[src/hdl/cfg_bank_pkg.sv]
package cfg_bank_pkg;
   // ****************************************
   // index map
   // ****************************************
   localparam logic [7:0] IDX_LDEV_SEL = 8'h07;
   localparam logic [7:0] IDX_CHIP_ID = 8'h20;
   localparam logic [7:0] IDX_SI_REV = 8'h21;
   localparam logic [7:0] IDX_MODE = 8'h24;
   localparam logic [7:0] IDX_TEST_A = 8'h28;
   localparam logic [7:0] IDX_TEST_B = 8'h29;
   localparam logic [7:0] IDX_TEST_C = 8'h2c;
   localparam logic [7:0] IDX_TEST_D = 8'h2d;
   localparam logic [7:0] IDX_TEST_E = 8'h2e;
   localparam logic [7:0] IDX_TEST_F = 8'h2f;
   // ****************************************
   // fields and reset values
   // ****************************************
   localparam int MODE_SIRQ_BIT = 2;
   localparam logic [7:0] MODE_WR_MASK = 8'h04;
   localparam logic [7:0] MODE_RST = 8'h04;
   localparam logic [7:0] LDEV_RST = 8'h00;
   localparam logic [7:0] INDEX_RST = 8'h00;
   localparam logic [7:0] TEST_RST = 8'h00;
   localparam logic [7:0] ZERO_BYTE = 8'h00;
   // arbitrary values, not tied to any part
   localparam logic [7:0] CHIP_ID_DEFAULT = 8'h5a;
   localparam logic [7:0] SI_REV_DEFAULT = 8'h01;
   localparam int NUM_TEST = 6;
endpackage

[src/hdl/activate_bank.sv]
`timescale 1ns/100ps
`default_nettype none
// ****************************************
// per logical device activation state
// ****************************************
module activate_bank #(
   parameter int NUM_LDEV = 16
) (
   input wire logic i_clk,
   input wire logic i_sys_rstn,
   input wire logic i_host_rstn,
   input wire logic [7:0] i_ldev_sel,
   input wire logic i_act_we,
   input wire logic i_act_val,
   input wire logic [NUM_LDEV-1:0] i_power_sel,
   output logic [NUM_LDEV-1:0] o_active
);
   initial begin
      if (NUM_LDEV < 1 || NUM_LDEV > 256) begin
         $error("NUM_LDEV out of range");
      end
   end

   genvar g;
   generate
      for (g = 0; g < NUM_LDEV; g++) begin : g_dev
         logic act_r;
         logic clr;
         // power select picks which reset domain clears this device
         assign clr = i_power_sel[g] ? ~i_host_rstn : ~i_sys_rstn;
         always_ff @(posedge i_clk) begin
            if (clr) begin
               act_r <= 1'b0;
            end else if (i_act_we && i_ldev_sel == 8'(g)) begin
               act_r <= i_act_val;
            end
         end
         assign o_active[g] = act_r;
      end
   endgenerate
endmodule
`default_nettype wire

[src/hdl/global_config_register_bank.sv]
// Contract
// - host writes index first; data port then reaches the indexed register.
// - unused global offsets ignore writes and read zero.
// - writing offset 07h selects the current logical device.
// - activation affects only the currently selected logical device.
// - offset 20h reads a fixed identity code; writes ignored.
// - offset 21h reads a fixed silicon revision.
// - bit 2 at 24h enables the serial interrupt interface, default on.
// - other mode bits ignore writes and read zero.
// - mixed registers update writable fields only, keep read-only ones.
// - activation cleared by system or host reset per power-select bit.
// - power-select bit chooses reset domain for activation; index, selector and mode always follow host reset.
`timescale 1ns/100ps
`default_nettype none
module global_config_register_bank
   import cfg_bank_pkg::*;
#(
   parameter int NUM_LDEV = 16,
   parameter logic [7:0] CHIP_ID = CHIP_ID_DEFAULT,
   parameter logic [7:0] SI_REV = SI_REV_DEFAULT
) (
   input wire logic i_clk,
   input wire logic i_rstn,
   input wire logic i_system_reset_n,
   input wire logic i_host_domain_reset_n,
   input wire logic i_index_we,
   input wire logic i_data_we,
   input wire logic i_data_re,
   input wire logic [7:0] i_wdata,
   input wire logic i_act_we,
   input wire logic i_act_val,
   input wire logic [NUM_LDEV-1:0] i_power_sel,
   output logic [7:0] o_rdata,
   output logic [7:0] o_index,
   output logic [7:0] o_ldev_sel,
   output logic o_interrupt_serializer_enable,
   output logic [NUM_LDEV-1:0] o_active
);
   initial begin
      if (NUM_LDEV < 1 || NUM_LDEV > 256) begin
         $error("NUM_LDEV out of range");
      end
   end

   // ****************************************
   // reset synchronisers
   // ****************************************
   // system and host resets pass through two flops, so both assert and deassert two clocks late; only i_rstn asserts at once
   logic sys_s1_r;
   logic sys_s2_r;
   logic host_s1_r;
   logic host_s2_r;
   always_ff @(posedge i_clk or negedge i_rstn) begin
      if (!i_rstn) begin
         sys_s1_r <= 1'b0;
         sys_s2_r <= 1'b0;
      end else begin
         sys_s1_r <= i_system_reset_n;
         sys_s2_r <= sys_s1_r;
      end
   end
   always_ff @(posedge i_clk or negedge i_rstn) begin
      if (!i_rstn) begin
         host_s1_r <= 1'b0;
         host_s2_r <= 1'b0;
      end else begin
         host_s1_r <= i_host_domain_reset_n;
         host_s2_r <= host_s1_r;
      end
   end

   // ****************************************
   // reset qualifiers
   // ****************************************
   // host reset clears the index and the global registers, not the test bytes
   logic host_clr;
   assign host_clr = !host_s2_r;

   // ****************************************
   // index latch
   // ****************************************
   logic [7:0] index_r;
   always_ff @(posedge i_clk or negedge i_rstn) begin
      if (!i_rstn) begin
         index_r <= INDEX_RST;
      end else if (host_clr) begin
         index_r <= INDEX_RST;
      end else if (i_index_we) begin
         index_r <= i_wdata;
      end
   end

   logic wr;
   // index write wins if both strobes arrive together
   assign wr = i_data_we && !i_index_we;

   // ****************************************
   // write decode
   // ****************************************
   // one enable per location so a stray index can never reach two registers
   logic ldev_we;
   logic mode_we;
   assign ldev_we = wr && index_r == IDX_LDEV_SEL;
   assign mode_we = wr && index_r == IDX_MODE;

   // ****************************************
   // logical device selector
   // ****************************************
   logic [7:0] ldev_r;
   always_ff @(posedge i_clk or negedge i_rstn) begin
      if (!i_rstn) begin
         ldev_r <= LDEV_RST;
      end else if (host_clr) begin
         ldev_r <= LDEV_RST;
      end else if (ldev_we) begin
         ldev_r <= i_wdata;
      end
   end

   // ****************************************
   // device mode
   // ****************************************
   logic [7:0] mode_r;
   always_ff @(posedge i_clk or negedge i_rstn) begin
      if (!i_rstn) begin
         mode_r <= MODE_RST;
      end else if (host_clr) begin
         mode_r <= MODE_RST;
      end else if (mode_we) begin
         mode_r <= (i_wdata & MODE_WR_MASK) | (mode_r & ~MODE_WR_MASK);
      end
   end

   // ****************************************
   // factory test locations
   // ****************************************
   // kept as plain storage; their meaning is not for host use
   logic [7:0] test_r [NUM_TEST];
   logic [7:0] test_idx [NUM_TEST];
   assign test_idx[0] = IDX_TEST_A;
   assign test_idx[1] = IDX_TEST_B;
   assign test_idx[2] = IDX_TEST_C;
   assign test_idx[3] = IDX_TEST_D;
   assign test_idx[4] = IDX_TEST_E;
   assign test_idx[5] = IDX_TEST_F;
   logic [NUM_TEST-1:0] test_we;
   genvar t;
   generate
      for (t = 0; t < NUM_TEST; t++) begin : g_test
         assign test_we[t] = wr && index_r == test_idx[t];
         always_ff @(posedge i_clk or negedge i_rstn) begin
            if (!i_rstn) begin
               test_r[t] <= TEST_RST;
            end else if (test_we[t]) begin
               test_r[t] <= i_wdata;
            end
         end
      end
   endgenerate

   // ****************************************
   // reserved offsets
   // ****************************************
   // explicit, so a register added to the case later cannot leak into a hole
   localparam logic [7:0] RSVD_A_HI = 8'h06;
   localparam logic [7:0] RSVD_B_LO = 8'h08;
   localparam logic [7:0] RSVD_B_HI = 8'h1f;
   localparam logic [7:0] RSVD_C_LO = 8'h22;
   localparam logic [7:0] RSVD_C_HI = 8'h23;
   localparam logic [7:0] RSVD_D_LO = 8'h25;
   localparam logic [7:0] RSVD_D_HI = 8'h27;
   localparam logic [7:0] RSVD_E_LO = 8'h2a;
   localparam logic [7:0] RSVD_E_HI = 8'h2b;
   logic rsvd_hit;
   assign rsvd_hit = index_r inside {[ZERO_BYTE:RSVD_A_HI], [RSVD_B_LO:RSVD_B_HI],
      [RSVD_C_LO:RSVD_C_HI], [RSVD_D_LO:RSVD_D_HI], [RSVD_E_LO:RSVD_E_HI]};

   // ****************************************
   // read path
   // ****************************************
   logic [7:0] rd_nxt;
   always_comb begin
      rd_nxt = ZERO_BYTE;
      unique case (index_r)
         IDX_LDEV_SEL: rd_nxt = ldev_r;
         IDX_CHIP_ID: rd_nxt = CHIP_ID;
         IDX_SI_REV: rd_nxt = SI_REV;
         IDX_MODE: rd_nxt = mode_r;
         IDX_TEST_A: rd_nxt = test_r[0];
         IDX_TEST_B: rd_nxt = test_r[1];
         IDX_TEST_C: rd_nxt = test_r[2];
         IDX_TEST_D: rd_nxt = test_r[3];
         IDX_TEST_E: rd_nxt = test_r[4];
         IDX_TEST_F: rd_nxt = test_r[5];
         default: rd_nxt = ZERO_BYTE;
      endcase
      if (rsvd_hit) begin
         rd_nxt = ZERO_BYTE;
      end
   end

   logic [7:0] rdata_r;
   always_ff @(posedge i_clk or negedge i_rstn) begin
      if (!i_rstn) begin
         rdata_r <= ZERO_BYTE;
      end else if (i_data_re) begin
         rdata_r <= rd_nxt;
      end
   end

   // ****************************************
   // activation
   // ****************************************
   activate_bank #(
      .NUM_LDEV(NUM_LDEV)
   ) u_act (
      .i_clk(i_clk),
      .i_sys_rstn(sys_s2_r),
      .i_host_rstn(host_s2_r),
      .i_ldev_sel(ldev_r),
      .i_act_we(i_act_we),
      .i_act_val(i_act_val),
      .i_power_sel(i_power_sel),
      .o_active(o_active)
   );

   assign o_rdata = rdata_r;
   assign o_index = index_r;
   assign o_ldev_sel = ldev_r;
   assign o_interrupt_serializer_enable = mode_r[MODE_SIRQ_BIT];
endmodule
`default_nettype wire

[config.mk]
export PLATFORM = sky130hd
export DESIGN_NAME = global_config_register_bank
export DESIGN_NICKNAME = d
export VERILOG_FILES = /design/src/hdl/cfg_bank_pkg.sv /design/src/hdl/activate_bank.sv /design/src/hdl/global_config_register_bank.sv
export SDC_FILE = /design/constraint.sdc
export NUM_CORES = 1
export LEC_CHECK = 0
export BUFFER_PORTS_ARGS = -buffer_cell sky130_fd_sc_hd__buf_2
export CAP_MARGIN = 5
export CORE_MARGIN = 4
export CORE_UTILIZATION = 58
export CTS_BUF_LIST = sky130_fd_sc_hd__clkbuf_8
export DETAILED_ROUTE_END_ITERATION = 8
export PLACE_DENSITY = 0.82
export SYNTH_ARGS = -nofsm -noshare
export SYNTH_HDL_FRONTEND = slang
export SYNTH_SLANG_ARGS = --single-unit
[constraint.sdc]
create_clock -name i_clk -period 2.7 [get_ports i_clk]
set_clock_uncertainty 0.05 [all_clocks]
set_input_delay 0.135 -clock i_clk [delete_from_list [all_inputs] [get_ports i_clk]]
set_output_delay 0.135 -clock i_clk [all_outputs]
set_load 0.03 [all_outputs]
After elaboration in Yosys (flattened, before gate mapping):

Cells that the tools add are included.

* register bits after elaboration: 100
* bits of input ports: 33
* output and inout bits: 41
* word-level logic and storage cells: 128

* order comparisons: 10
* equality and inequality tests: 28
* mux-type cells: 24
* bitwise gates (word level): 3
* reduce and logical (&&, ||, !) cells: 33

Operators with widths (number)
* 8-bit one-hot mux with 10 select lines: 1
* 8-bit by 6-bit equality test with 1-bit output (second input constant): 9
* 8-bit by 4-bit equality test with 1-bit output (second input constant): 8
* 8-bit 2-to-1 mux: 7
* 8-bit by 3-bit equality test with 1-bit output (second input constant): 5
* 1-bit logical AND: 30
* 8-bit by 6-bit >= comparator with 1-bit output (second input constant): 3
* 8-bit by 6-bit less-or-equal comparator with 1-bit output (second input constant): 3
* 8-bit by 2-bit equality test with 1-bit output (second input constant): 2
* 1-bit 2-to-1 mux: 16
* 8-bit by 1-bit equality test with 1-bit output (second input constant): 1
* 8-bit by 1-bit >= comparator with 1-bit output (second input constant): 1
* 8-bit by 4-bit >= comparator with 1-bit output (second input constant): 1
* 8-bit by 3-bit less-or-equal comparator with 1-bit output (second input constant): 1
* 8-bit by 5-bit less-or-equal comparator with 1-bit output (second input constant): 1
* 8-bit zero test: 1
* 3-bit by 8-bit OR with 8-bit output: 1
* 5-bit nonzero test: 1
* 2-bit by 1-bit inequality test with 1-bit output (second input constant): 2
* 2-bit inequality test (second input constant): 1
* 1-bit inverter: 2
* 1-bit zero test: 1

Depth between registers and ports, before layout:

* depth after elaboration: 5
* mapped depth: 7
* gate-level depth less buffers: 5

Modules after synthesis:

A second synthesis with hierarchy kept.

* cell total of the unflattened synthesis: 418
* area total of the unflattened synthesis: 4695.8 um2

By module, submodules not included
* global_config_register_bank: times used 1, cells an instance 289, area an instance 3580.9 um2
* activate_bank: times used 1, cells an instance 129, area an instance 1114.8 um2

Worst setup path after synthesis:

OpenSTA, ideal clock, no wires.

* path type: flip-flop to flip-flop
* start: register index_r[7] (netlist: o_index[7])
* end: register test_r[11] in the netlist's numbering
* arrival: 1.956 ns
* data required time: 2.525 ns
* setup slack: 0.570 ns
* cell stages (with the launch flop): 7
* path buffers: 1
* cell sequence: dfrtp_1 -> nor3_4 -> and4_1 -> buf_4 -> nand2_4 -> nor3b_4 -> mux2_2

* cells in the longest elaborated chain, start to end: 2

Ends and longest elaborated chain
* from (decl): RTL line global_config_register_bank.sv:82 `logic [7:0] index_r;`
* from (signal assigned): RTL line global_config_register_bank.sv:89 `index_r <= i_wdata;`
* 8-bit by 6-bit equality test with 1-bit output: RTL line global_config_register_bank.sv:150 `assign test_we[t] = wr && index_r == test_idx[t];`
* 1-bit logical AND: RTL line global_config_register_bank.sv:150
* to (signal, indexed assignment): RTL line global_config_register_bank.sv:155 `test_r[t] <= i_wdata;`
* to (decl): RTL line global_config_register_bank.sv:138 `logic [7:0] test_r [NUM_TEST];`

Every way passes these cells.
A chain may end at the register's enable or synchronous reset.

Final worst setup path:

* start: register index_r[7] (netlist: o_index[7])
* end: register test_r[8] in the netlist's numbering

Same word-level chain as after synthesis.

==> impl_metrics.toml <==
[floorplan]
die_w_um = 96.5
dieHeight_um = 96.5
ioPinCount = 74
start_util_pct = 61.0
die_area_mm2 = 0.00931
num_rows = 31
core_area_mm2 = 0.00745

[critical_path]
path_class = "reg -> reg"
cp_cell_sequence = "nor3_4, and4_1, nand2_4, nor3b_4, mux2_2"
crit_family = "simple AND/OR/NAND/NOR gates"
cp-end-kind = "flip-flop"
worst_path_max_delay_cell = "and4_1"
cp.buffers_inverters = 0
cp_slowest_stage_delay_ps = 460
critPathRequiredTime_ps = 2900
worst-path-max-fanout = 8
worstPathArrival_ps = 2570
startpoint_type = "flip-flop"

[synthesis]
avgSynthCellArea_um2 = 11.8
syn_inst = 384
synth_warnings = 0
ys_types = 43
synth-edff-count = 0
ys.flop_type = "dfrtp_1"
syn_area_mm2 = 0.00454
synth_nets = 417
ys_ff_latch = 93
async_flop_share_pct = 82.8
yosysSeqAreaShare_pct = 49.5

[pwr]
power.leakage_nw = 2.44
peakVddDrop_mv = 0.265
p_per_area_mw_per_mm2 = 499
p_total_mw = 2.58

[drt]
post_drt_wl_per_cell_um = 19.7
antenna_left = 0
num_vias = 3361
viasPerCell = 6.09
drt_iter0_drc = 201
dr.pass1.iters = 5
drcViolationCount = 0
drt-total-wl_mm = 10.9

[layout]
antenna_cells = 0
nets = 481
drive_gt1_share_pct = 35.3
layout_common_cells = "76 x dfrtp_1, 72 x buf_2, 52 x mux2_2"
area_delta_synth_final_pct = 13.8
final_common_cell = "dfrtp_1"

[run]
maxCapViolCount = 0

[placed_design]
place.gp.congestion = 0.944
dp.final_hpwl_mm = 7.53
portBuffers = 73
dp_slack_ps = 379

[timing]
rsz0062_at_grt = "false"
worst_pin_slew_ps = 989
fin_crit_sh_pct = 88.1
slew_viol_final = 0
setup_tns_ps = 0
timing.final.ws_setup_ps = 323
max_slew_margin_pct = 34.1
setup_viol = 0
fmax_mhz = 421
hold_violations = 0
min_period_ps = 2380

[cts]
path_clk_slew_ps = 100
cts_buffers = 9
clockBufferDepth = 2
ctsRootBufferMaster = "clkbuf_8"
htree_levels = 3
cts_resized = 0
cts.sinks = 93
clock_latency_ps = 360
cts_tree = "done"

[global_routing]
antenna_found_initial = 0
grt_pass1_wl_mm = 17.1
grt_pass1_vias = 3324
grt_usage_pct = 24.9
grt_max_degree = 78
grt_overflow = 0

[min_path]
hold_class = "in -> reg"

[run_status]
status = "finished, final reports clean"
## state kept, by name, summed over array words and instances (netlist names)
name,count
host_s1_r,1
host_s2_r,1
mode_r,1
o_index,8
o_ldev_sel,8
o_rdata,8
sys_s1_r,1
sys_s2_r,1
test_r,48
u_act.g_dev.act_r,16
## worst reg2reg max path, cell delays in order (launching register included)
cell and delay (ps):
dfrtp_1 430, nor3_4 350, and4_1 470, nand2_4 120
nor3b_4 450, mux2_2 390
## cells in the mapped netlist (7+ instances only)
cell type  count  area (um^2)
a21oi_1       15         75.1
buf_2          7         35.0
buf_4         17          128
clkbuf_1      11         41.3
dfrtp_1       76         1900
dfxtp_1       16          320
mux2_2        52          586
mux2i_1       40          400
nand2_1       33          124
nand3_1       16         80.1
nor2_1        12         45.0
nor2b_1       22          138
## per-stage QoR
step | cell area [um^2] | util [%] | hold slack [ps] | instances
4_1_cts | 5160 | 69.4 | 2.29 | 552
5_1_grt | 5160 | 69.4 | 12.4 | 552
3_5_place_dp | 4860 | 65.3 | 197 | 525
2_1_floorplan | 4540 | - | -211 | 384
3_3_place_gp | 4860 | 65.3 | 194 | 525
6_report | 5160 | 69.4 | 3.95 | 552
## kinds of logic (layout without fill, tap and decap cells)
group / after synthesis / after routing / share of synthesized area, %
mux: 96 / 96 / 23.7
buf+inv: 38 / 107 / 4.74
simple gates: 111 / 111 / 14.7
flops: 93 / 93 / 49.5
compound gates: 46 / 46 / 7.30
## what timing repair did
item                                   CTS  global route
endpoints found under the hold margin   86             0
hold buffers                            11             0
setup buffers                            0             0
## power by group
group	internal (mW)	total, mW	switching [mW]
logic	0.0925	0.223	0.130
registers	1.41	1.45	0.0353
clock network	0.423	0.909	0.485
total	1.93	2.58	0.651
## per-layer routing
layer	global-route usage, %	share of wire, %	up-vias
met3	5.34	6.7	22
met1	31.2	41	1690
li1	-	-	1507
met5	0	0	-
met4	8.64	1.8	0
met2	42.7	51	142
## area by class of cell
| cell class | count | area [um^2] |
|---|---|---|
| Clock buffer | 9 | 124 |
| Sequential cell | 93 | 2250 |
| Inverter | 1 | 3.75 |
| Tap cell | 99 | 124 |
| Clock inverter | 7 | 66.3 |
| Fill cell | 551 | 2280 |
| Multi-Input combinational cell | 253 | 2080 |
| Timing Repair Buffer | 90 | 523 |
## path summary, 6_finish.rpt
| kind | startpoint | end | slack [ps] | cells past startpoint |
|---|---|---|---|---|
| setup / recovery | o_index[7]$_DFFE_PN0P_ | test_r[8]$_DFFE_PN0P_ | 320 | 5 |
| hold / removal | i_power_sel[1] | u_act.g_dev[1].act_r$_SDFFE_PP0P_ | 4 | 3 |
| setup reg to reg | o_index[7]$_DFFE_PN0P_ | test_r[8]$_DFFE_PN0P_ | 320 | 5 |
| hold reg to reg | sys_s1_r$_DFF_PN0_ | sys_s2_r$_DFF_PN0_ | 310 | 0 |
| max in group asynchronous | i_rstn | o_rdata[4]$_DFFE_PN0P_ | 1590 | 2 |
| min in group asynchronous | i_rstn | test_r[4]$_DFFE_PN0P_ | 400 | 2 |
No activity file was read; power rests on OpenSTA's default activity.
